### src/verilog/phs_pkg.sv
// Constants, field layouts and carrier types for the status register bank.
// Assumes an APB slave with 32-bit data; registers sit at word index * 4.
package phs_pkg;

  // APB address width in bits
  localparam int unsigned APB_AW = 12;

  // Register indices; byte address is four times the index
  localparam logic [9:0] IDX_GROUP_LO  = 10'h016;
  localparam logic [9:0] IDX_GENERIC   = 10'h016;
  localparam logic [9:0] IDX_SPECIFIC  = 10'h017;
  localparam logic [9:0] IDX_GROUP_HI  = 10'h01C;
  localparam logic [9:0] IDX_RSV_LO    = 10'h01D;
  localparam logic [9:0] IDX_RSV_HI    = 10'h01E;
  localparam logic [9:0] IDX_IRQ_STAT  = 10'h020;
  localparam logic [9:0] IDX_IRQ_MASK  = 10'h021;

  // Generic status field positions
  localparam int unsigned GS_MEDIUM   = 10;
  localparam int unsigned GS_FIBER    = 9;
  localparam int unsigned GS_CROSSOVER_STATE    = 8;
  localparam int unsigned GS_CBL_MSB  = 7;
  localparam int unsigned GS_CBL_LSB  = 0;

  // Specific status field positions
  localparam int unsigned SS_RXJAB    = 11;
  localparam int unsigned SS_TXJAB    = 10;
  localparam int unsigned SS_POL      = 9;
  localparam int unsigned SS_PAUSE_OUT_ABILITY     = 8;
  localparam int unsigned SS_PIN      = 7;
  localparam int unsigned SS_DUP      = 6;
  localparam int unsigned SS_SPD      = 5;
  localparam int unsigned SS_LINK     = 4;
  localparam int unsigned SS_PAUSE_RECOMMEND     = 3;
  localparam int unsigned SS_DUPLEX_RECOMMEND     = 2;
  localparam int unsigned SS_SPEED_RECOMMEND     = 1;
  localparam int unsigned SS_AUTONEG_RECOMMEND     = 0;

  // Reset values
  localparam logic [15:0] GENERIC_RST  = 16'h0000;
  localparam logic [15:0] SPECIFIC_RST = 16'h0060;
  localparam logic [7:0]  CABLE_NONE   = 8'h00;

  // Cable length codes reported at 100M
  localparam logic [7:0]  CBL_40M      = 8'h1A;
  localparam logic [7:0]  CBL_60M      = 8'h22;
  localparam logic [7:0]  CBL_80M      = 8'h94;
  localparam logic [7:0]  CBL_100M     = 8'h9A;
  localparam logic [7:0]  CBL_120M     = 8'hA2;
  localparam logic [7:0]  CBL_140M     = 8'hAB;

  // Interrupt status / mask layout
  localparam int unsigned IRQ_LINK    = 0;
  localparam int unsigned IRQ_RXJAB   = 1;
  localparam int unsigned IRQ_TXJAB   = 2;
  localparam int unsigned IRQ_CROSSOVER_STATE   = 3;
  localparam int unsigned IRQ_MEDIUM  = 4;
  localparam int unsigned IRQ_SPEED   = 5;
  localparam int unsigned IRQ_W       = 6;
  localparam logic [5:0]  IRQ_MASK_RST = 6'h00;

  // Live status from the transceiver core
  typedef struct packed {
    logic       medium_detect_state;
    logic       crossover_state;
    logic [7:0] cable_length_code;
    logic       rx_jabber_live;
    logic       tx_jabber_live;
    logic       rx_polarity_reversed;
    logic       pause_out_ability;
    logic       pause_in_lacking;
    logic       operating_duplex;
    logic       operating_speed;
    logic       link_up;
  } phs_live_t;

  // Values taken only once after transceiver reset
  typedef struct packed {
    logic fiber_select_strap;
    logic fiber_select_cfg;
    logic pause_recommend;
    logic duplex_recommend;
    logic speed_recommend;
    logic autoneg_recommend;
  } phs_strap_t;

  // Live word after reset: full duplex, 100M, everything else clear
  localparam phs_live_t LIVE_RST = '{
    medium_detect_state:  1'b0,
    crossover_state:      1'b0,
    cable_length_code:    8'h00,
    rx_jabber_live:       1'b0,
    tx_jabber_live:       1'b0,
    rx_polarity_reversed: 1'b0,
    pause_out_ability:    1'b0,
    pause_in_lacking:     1'b0,
    operating_duplex:     1'b1,
    operating_speed:      1'b1,
    link_up:              1'b0
  };

endpackage

### src/verilog/phs_status_regs.sv
// Transceiver status register bank behind an APB slave; read-only except the interrupt status and mask registers.
// Assumes live status and strap inputs are synchronous to clk, and that
// rst_n is the transceiver reset that also re-takes the recommendations.
//
// Chosen here: the APB register port.
`timescale 1ns/1ps

module phs_status_regs
  import phs_pkg::*;
(
  // Clock and reset
  input  wire logic              clk,
  input  wire logic              rst_n,
  // APB slave
  input  wire logic              psel,
  input  wire logic              penable,
  input  wire logic              pwrite,
  input  wire logic [APB_AW-1:0] paddr,
  input  wire logic [31:0]       pwdata,
  input  wire logic [3:0]        pstrb,
  output logic      [31:0]       prdata,
  output logic                   pready,
  output logic                   pslverr,
  // Transceiver core status
  input  wire phs_live_t         live_i,
  input  wire phs_strap_t        strap_i,
  // Interrupt
  output logic                   irq
);

  // Sampled live status and its previous value for change detection
  phs_live_t        live_q;
  phs_live_t        live_prev_q;
  // Recommendation latches
  logic             rec_taken_q;      // Set once values are taken
  logic             fiber_mode_active_q;
  logic             pause_rec_q;
  logic             duplex_rec_q;
  logic             speed_rec_q;
  logic             autoneg_rec_q;
  // Interrupt state
  logic [IRQ_W-1:0] irq_stat_q;
  logic [IRQ_W-1:0] irq_mask_q;
  logic [IRQ_W-1:0] irq_event;
  logic [IRQ_W-1:0] irq_clr;
  logic             irq_q;
  // Bus state
  logic [31:0]      prdata_q;
  logic             pslverr_q;
  logic [9:0]       acc_idx;          // Word index of the access
  logic             acc_aligned;      // Low address bits are zero
  logic             bus_setup;        // First cycle of a transfer
  logic             bus_write;        // Write taking effect this edge
  logic [31:0]      rd_word;          // Read mux result
  logic             rd_hit;           // Address maps to a register
  logic [15:0]      gen_word;
  logic [15:0]      spec_word;

  // Live fields are taken every clock so software sees them in real time
  always_ff @(posedge clk) begin
    if (!rst_n) begin
      live_q      <= LIVE_RST;
      live_prev_q <= LIVE_RST;
    end else begin
      live_q      <= live_i;
      live_prev_q <= live_q;
    end
  end

  // Recommendations are caught on the first clock after reset release.
  // Catching them there, rather than during reset, keeps the reset path a
  // pure constant load; the fields read zero until then.
  always_ff @(posedge clk) begin
    if (!rst_n) begin
      rec_taken_q         <= 1'b0;
      fiber_mode_active_q <= 1'b0;
      pause_rec_q         <= 1'b0;
      duplex_rec_q        <= 1'b0;
      speed_rec_q         <= 1'b0;
      autoneg_rec_q       <= 1'b0;
    end else if (!rec_taken_q) begin
      rec_taken_q         <= 1'b1;
      // Fiber when either the strap or the config bit asks for it
      fiber_mode_active_q <= strap_i.fiber_select_strap |
                             strap_i.fiber_select_cfg;
      // Pause recommendation is void without full duplex
      pause_rec_q         <= strap_i.pause_recommend &
                             strap_i.duplex_recommend;
      duplex_rec_q        <= strap_i.duplex_recommend;
      speed_rec_q         <= strap_i.speed_recommend;
      autoneg_rec_q       <= strap_i.autoneg_recommend;
    end
    // Otherwise every latch holds until the next reset
  end

  // Generic status word
  always_comb begin
    gen_word            = GENERIC_RST;
    gen_word[GS_MEDIUM] = live_q.medium_detect_state;
    gen_word[GS_FIBER]  = fiber_mode_active_q;
    gen_word[GS_CROSSOVER_STATE]  = live_q.crossover_state;
    // Length estimate only means something at 100M; reads zero at 10M
    if (live_q.operating_speed) begin
      gen_word[GS_CBL_MSB:GS_CBL_LSB] = live_q.cable_length_code;
    end else begin
      gen_word[GS_CBL_MSB:GS_CBL_LSB] = CABLE_NONE;
    end
  end

  // Specific status word
  always_comb begin
    spec_word           = '0;
    spec_word[SS_RXJAB] = live_q.rx_jabber_live;
    spec_word[SS_TXJAB] = live_q.tx_jabber_live;
    // Polarity is only judged at 10M; at 100M it reads normal
    spec_word[SS_POL]   = live_q.rx_polarity_reversed &
                          ~live_q.operating_speed;
    // Half duplex forces pause out to absent
    spec_word[SS_PAUSE_OUT_ABILITY]  = live_q.pause_out_ability &
                          live_q.operating_duplex;
    // Pause in is inverted: half duplex forces the absent code, 1
    spec_word[SS_PIN]   = live_q.pause_in_lacking |
                          ~live_q.operating_duplex;
    spec_word[SS_DUP]   = live_q.operating_duplex;
    spec_word[SS_SPD]   = live_q.operating_speed;
    spec_word[SS_LINK]  = live_q.link_up;
    spec_word[SS_PAUSE_RECOMMEND]  = pause_rec_q & duplex_rec_q;
    spec_word[SS_DUPLEX_RECOMMEND]  = duplex_rec_q;
    spec_word[SS_SPEED_RECOMMEND]  = speed_rec_q;
    spec_word[SS_AUTONEG_RECOMMEND]  = autoneg_rec_q;
  end

  // Change events from the sampled live status
  always_comb begin
    irq_event             = '0;
    irq_event[IRQ_LINK]   = live_q.link_up ^ live_prev_q.link_up;
    // Jabber counts on entry only, not while it lasts
    irq_event[IRQ_RXJAB]  = live_q.rx_jabber_live &
                            ~live_prev_q.rx_jabber_live;
    irq_event[IRQ_TXJAB]  = live_q.tx_jabber_live &
                            ~live_prev_q.tx_jabber_live;
    irq_event[IRQ_CROSSOVER_STATE]  = live_q.crossover_state ^
                            live_prev_q.crossover_state;
    irq_event[IRQ_MEDIUM] = live_q.medium_detect_state ^
                            live_prev_q.medium_detect_state;
    irq_event[IRQ_SPEED]  = live_q.operating_speed ^
                            live_prev_q.operating_speed;
  end

  // Bus phase decode
  assign acc_idx     = paddr[11:2];
  assign acc_aligned = (paddr[1:0] == 2'h0);
  assign bus_setup   = psel & ~penable;
  assign bus_write   = psel & penable & pwrite & pready & ~pslverr_q;

  // Read mux; also tells whether the address is mapped
  always_comb begin
    rd_word = 32'h0000_0000;
    rd_hit  = 1'b0;
    if (!acc_aligned) begin
      rd_hit  = 1'b0;
    end else if (acc_idx == IDX_GENERIC) begin
      rd_word = {16'h0000, gen_word};
      rd_hit  = 1'b1;
    end else if (acc_idx == IDX_SPECIFIC) begin
      rd_word = {16'h0000, spec_word};
      rd_hit  = 1'b1;
    end else if (acc_idx > IDX_SPECIFIC && acc_idx <= IDX_GROUP_HI) begin
      // Rest of the status group holds nothing here and reads zero
      rd_hit  = 1'b1;
    end else if (acc_idx >= IDX_RSV_LO && acc_idx <= IDX_RSV_HI) begin
      // Kept free for later status; reads zero, no error
      rd_hit  = 1'b1;
    end else if (acc_idx == IDX_IRQ_STAT) begin
      rd_word = {26'h000_0000, irq_stat_q};
      rd_hit  = 1'b1;
    end else if (acc_idx == IDX_IRQ_MASK) begin
      rd_word = {26'h000_0000, irq_mask_q};
      rd_hit  = 1'b1;
    end
  end

  // Read data and error are taken in the setup cycle and shown in access.
  // Trade-off: reads see the state one cycle before the access edge, which
  // keeps prdata a flop output with zero wait states.
  always_ff @(posedge clk) begin
    if (!rst_n) begin
      prdata_q  <= 32'h0000_0000;
      pslverr_q <= 1'b0;
    end else if (bus_setup) begin
      prdata_q  <= pwrite ? 32'h0000_0000 : rd_word;
      pslverr_q <= ~rd_hit;
    end
  end

  // Write-one-to-clear strobe; only the low byte lane carries the bits
  assign irq_clr = (bus_write && acc_idx == IDX_IRQ_STAT && acc_aligned &&
                    pstrb[0]) ? pwdata[IRQ_W-1:0] : '0;

  // Sticky interrupt bits; an event in the clearing cycle wins
  generate
    for (genvar i = 0; i < IRQ_W; i++) begin : g_irq
      always_ff @(posedge clk) begin
        if (!rst_n) begin
          irq_stat_q[i] <= 1'b0;
        end else if (irq_event[i]) begin
          irq_stat_q[i] <= 1'b1;
        end else if (irq_clr[i]) begin
          irq_stat_q[i] <= 1'b0;
        end
      end
    end
  endgenerate

  // Mask register; status register writes never touch status fields
  always_ff @(posedge clk) begin
    if (!rst_n) begin
      irq_mask_q <= IRQ_MASK_RST;
    end else if (bus_write && acc_idx == IDX_IRQ_MASK && acc_aligned &&
                 pstrb[0]) begin
      irq_mask_q <= pwdata[IRQ_W-1:0];
    end
    // Writes to the status group fall through here unused
  end

  // Interrupt level, one cycle behind the sticky bits
  always_ff @(posedge clk) begin
    if (!rst_n) begin
      irq_q <= 1'b0;
    end else begin
      irq_q <= |(irq_stat_q & irq_mask_q);
    end
  end

  // Outputs
  assign prdata  = prdata_q;
  assign pready  = 1'b1;      // Zero wait states
  assign pslverr = psel & penable & pslverr_q;
  assign irq     = irq_q;

endmodule

### config.mk
export PLATFORM = sky130hd
export DESIGN_NAME = phs_status_regs
export DESIGN_NICKNAME = d
export VERILOG_FILES = /design/src/verilog/phs_pkg.sv /design/src/verilog/phs_status_regs.sv
export SDC_FILE = /design/constraint.sdc
export NUM_CORES = 1
export LEC_CHECK = 0
export BUFFER_PORTS_ARGS = -buffer_cell sky130_fd_sc_hd__buf_4
export CELL_PAD_IN_SITES_DETAIL_PLACEMENT = 1
export CELL_PAD_IN_SITES_GLOBAL_PLACEMENT = 2
export CORE_ASPECT_RATIO = 1.5
export CORE_MARGIN = 3
export CORE_UTILIZATION = 28
export DETAILED_ROUTE_END_ITERATION = 6
export GPL_ROUTABILITY_DRIVEN = 0
export HOLD_SLACK_MARGIN = 0.03
export PLACE_DENSITY_LB_ADDON = 0.1
export SLEW_MARGIN = 0
export SYNTH_ARGS = -nofsm -noshare
export SYNTH_HDL_FRONTEND = slang
export SYNTH_SLANG_ARGS = --single-unit
export TNS_END_PERCENT = 100
### constraint.sdc
create_clock -name clk -period 4 [get_ports clk]
set_input_delay 0.6 -clock clk [delete_from_list [all_inputs] [get_ports clk]]
set_output_delay 0.6 -clock clk [all_outputs]
set_load 0.01 [all_outputs]
# ---- After elaboration in Yosys (flattened, before gate mapping)
# Cells that the tools add are included.
dict set report op_classes {
  n_addsub 0
  multipliers 0
  n_div 0
  magnitude_cmp 4
  eq_ne 4
  n_shift 0
  mux 30
  bitwise_logic 25
  reduce_logical 16
}
# cell count
set ops {}
lappend ops {{12-bit 2-to-1 mux} 3}
lappend ops {{32-bit 2-to-1 mux} 1}
lappend ops {{6-bit 2-to-1 mux} 5}
lappend ops {{10-bit by 5-bit equality test with 1-bit output (second input constant)} 2}
lappend ops {{10-bit by 6-bit equality test with 1-bit output (second input constant)} 2}
lappend ops {{10-bit by 5-bit less-or-equal comparator with 1-bit output (second input constant)} 2}
lappend ops {{1-bit 2-to-1 mux} 20}
lappend ops {{2-bit nonzero test} 6}
lappend ops {{1-bit AND} 11}
lappend ops {{10-bit by 5-bit greater-or-equal comparator with 1-bit output (second input constant)} 1}
lappend ops {{10-bit by 5-bit > comparator with 1-bit output (second input constant)} 1}
lappend ops {{1-bit logical AND} 8}
lappend ops {{8-bit 2-to-1 mux} 1}
lappend ops {{1-bit inverter} 7}
lappend ops {{6-bit AND} 1}
lappend ops {{6-bit OR reduction} 1}
lappend ops {{1-bit XOR} 4}
lappend ops {{2-bit zero test} 1}
lappend ops {{1-bit bitwise OR} 2}
dict set report totals {
  register_bits 76
  latchBits 0
  ram_bits 0
  mem_bits_ro 0
  elab_cells 112
  mem_count 0
}

# ---- Logic depth before layout (Yosys ltp)
dict set report logic_depth {
  word_depth 9
  mapped_depth 5
  ltp_nobuf 4
}

# ---- Least setup slack after synthesis
# No wires, ideal clock.
dict set report synth_timing {
  path_type {input -> register}
  startpoint {input paddr[11]}
  endpoint {register prdata_q[0], in the netlist prdata[0]}
  setup_ns 0.117
  arrival_time_ns 1.600
  required_ns 3.883
  path_slack_ns 2.283
  stages 5
  path_buffers 1
  path_cell_list {nor4_4 > and4b_1 > buf_2 > a21oi_1 > a22o_1}
}
dict set report synth_between {
  elab_chain_len 9
}
# element line_no
set synth_rtl {}
lappend synth_rtl {{from (decl)} phs_status_regs.sv:18} ;# input wire logic [APB_AW-1:0] paddr,
lappend synth_rtl {{parallel branches: the longest is 6 deep, another holds 10-bit by 5-bit greater-or-equal comparator with 1-bit output} --}
lappend synth_rtl {{12-bit 2-to-1 mux (*)} phs_status_regs.sv:162} ;# end else if (acc_idx == IDX_GENERIC) begin
lappend synth_rtl {{12-bit 2-to-1 mux (*)} phs_status_regs.sv:160} ;# if (!acc_aligned) begin
lappend synth_rtl {{32-bit 2-to-1 mux (*)} phs_status_regs.sv:191} ;# prdata_q <= pwrite ? 32'h0000_0000 : rd_word;
lappend synth_rtl {{to (signal assigned)} phs_status_regs.sv:191}
lappend synth_rtl {{to (decl)} phs_status_regs.sv:48} ;# logic [31:0] prdata_q;
# Every way passes the cells marked *.
# A chain may end at the register's enable or synchronous reset.

==> impl_metrics.yaml <==
status:
  status: "completed"
routing:
  firstDrtPassIters: 4
  drc: 0
  drt_wl_total_mm: 6.19
  drtIter0Drc: 65
  via_per_inst: 4.62
  dr_wl_met2_mm: 3.16
  antenna_left: 0
  wire_per_inst_um: 14.9
  top_layer: "met4"
  wl_met3_um: 449
  met1_length_mm: 2.48
  num_vias: 1917
yosys:
  synthArstFlopShare_pct: 0
  synth_edf_count: 0
  syn_area_per_cell_um2: 9.43
  yosys-top-cells-area: "dfxtp_1 (47%), buf_4 (6.6%), mux2i_1 (5.8%)"
  ys_warn_count: 0
  syn_inst: 255
  synthFlopType: "dfxtp_1"
  synth_top_area_share_pct: 46.6
  synthesis.area_um2: 2400
  synth_cell_types: 38
  synth-seq-cells: 56
  synth_top_area_cell: "dfxtp_1"
  yosysSeqAreaShare_pct: 46.6
worst_hold_path:
  holdPathStages: 2
  hp-class: "reg -> reg"
  hp-start: "prdata[8]"
  min_to: "prdata[8]"
job:
  cap_violations: 0
floorplanning:
  fp.dieW_um: 81.7
  row_count: 40
  die_h_um: 119
  core-area_um2: 8160
  initial_core_util_pct: 29.5
  ioPinCount: 112
  die-area_um2: 9750
pwr:
  cellPowerDensity_nw_per_um2: 396
  total_power_mw: 1.19
  p_leak_nw: 1.34
  ir_worst_vdd_v: 0.000225
clocking:
  cts_sinks: 56
  cts_resized: 0
  cts-root-buf: "clkbuf_16"
  cts_tree: "yes"
  cts_hold_buffers: 0
  clock_latency_ns: 0.29
  post_cts_buffers: 0
  htreeDepth: 2
  clk_path_buf_depth: 2
  cts-buffers-inserted: 5
  clk_pin_slew_ns: 0.07
grt:
  grt_max_degree: 47
  grt_pass1_vias: 1942
  overflow: 0
  grt_pass1_wl_mm: 9.71
  track_usage_pct: 13.2
  grt_antenna_before_repair: 0
timing:
  tightest_slew_ns: 0.936
  fin_tns_setup_ns: 0
  clock_skew_ns: 0.00416
  fin_crit_sh_pct: 51.8
  max_freq_ghz: 0.482
  setup_viol: 0
  hold_viol: 0
  maxSlewViolCount: 0
  finalCriticalPeriod_ns: 2.07
  rsz0062_at_grt: "false"
  max_slew_margin_pct: 37.3
finish:
  area_growth_pct: 25.4
  final_util_pct: 36.9
  diodes: 0
  fin_cells: 415
  drive_gt1_share_pct: 23.5
  fin_nets: 386
setup_path:
  r2r_slack_ns: 2.36
  cp_num_buf_inv: 2
  startpoint_type: "primary input"
  crit_chain: "buf_4, inv_1, nor2_1, a22o_1"
  critical_path_class: "in -> reg"
  crit_family: "simple AND/OR/NAND/NOR gates"
  arrival_ns: 2.31
  crit_path_top_delay_cell: "nor2_1"
  ff2ff_path_depth: 4
  required_ns: 4.24
  timing.rr.end: "irq_stat_q[1]"
  r2r-start: "pslverr_q"
  critPathCaptureType: "flip-flop"
  crit_fanout: 46
  cpPeakStageDelay_ns: 0.78
placed_design:
  dp_hpwl_mm: 4.50
  dp_cells: 407
  port_buffers: 61
worst reg2reg max path, delay by kind of cell, from the launching register on:
family	cells	cell delay, ns
AOI/OAI and AO/OA	1	0.12
and+or+nand+nor	3	1.09
DFF	1	0.31
per-stage QoR:
step           hold WS [ns]  area, um^2  worst slack [ns]
2_1_floorplan         0.439        2470              2.28
3_3_place_gp          0.455        2850              1.60
3_5_place_dp          0.465        2850              1.56
4_1_cts               0.478        3010              1.86
5_1_grt               0.478        3010              1.76
6_report              0.479        3010              1.93
cells in the final DEF (no fill, tap or decap), drive strengths merged, types with 3 or more instances in the layout:
master / n
nand3: 3
conb: 21
buf: 61
nor2: 9
nand2: 23
nor2b: 16
a21oi: 17
o22ai: 6
a22o: 10
nand2b: 4
dfxtp: 56
xor2: 4
clkbuf: 6
and2: 21
a22oi: 4
mux2i: 14
o21ai: 9
logic make-up after synthesis:
| family | Yosys count | share of synthesized area [%] |
|---|---|---|
| AO/OA/AOI/OAI | 52 | 13.7 |
| XOR/XNOR | 4 | 1.46 |
| buffers and inverters | 35 | 9.21 |
| flip-flops | 56 | 46.6 |
| multiplexers | 15 | 6.30 |
| other | 2 | 0.312 |
| AND/OR/NAND/NOR | 91 | 22.3 |
where the power goes:
group	internal, mW	switching (mW)
Clock	0.295	0.196
Sequential	0.579	0.0139
Combinational	0.0553	0.0548
how the worst max path moves through the flow:
stage | from | endpoint | slack, ns | cells after the start
2_1_floorplan | paddr[11] | prdata[0] | 2.28 | 5
3_3_place_gp | rst_n | prdata[10] | 1.60 | 4
6_report | rst_n | prdata[1] | 1.93 | 4
5_1_grt | rst_n | prdata[7] | 1.76 | 4
4_1_cts | rst_n | prdata[1] | 1.86 | 4
3_5_place_dp | rst_n | prdata[1] | 1.56 | 4
synthesized netlist by cell type (6+ instances only):
cell type,number
a21oi_1,17
buf_4,21
o22ai_1,6
a22o_1,10
and2_1,21
nand2_1,23
nor2_1,9
dfxtp_1,56
mux2i_1,14
nor2b_1,16
o21ai_0,9
clkbuf_1,8
state kept, by name (all words and copies together) (netlist names):
signal               count
pslverr_q                1
duplex_rec_q             1
speed_rec_q              1
rec_taken_q              1
autoneg_rec_q            1
pause_rec_q              1
irq                      1
prdata                  12
fiber_mode_active_q      1
live_q                  16
live_prev_q              6
gen_word                 2
irq_stat_q               6
irq_mask_q               6
layout make-up:
type                       count  area, um^2
fill                         965        5140
multi-input combinational    183        1130
sequential                    56        1120
timing repair buffer          61         458
tap                          105         131
clock buffer                   6         129
clock inverter                 2        35.0
inverter                       2        7.51
layer usage:
| metal | up-vias | GRT usage [%] |
|---|---|---|
| met3 | 6 | 3.40 |
| li1 | 936 | - |
| met2 | 61 | 22.7 |
| met4 | 0 | 4.99 |
| met1 | 914 | 15.4 |
| met5 | - | 0 |
Note: power is estimated with default switching activity, not from simulation.
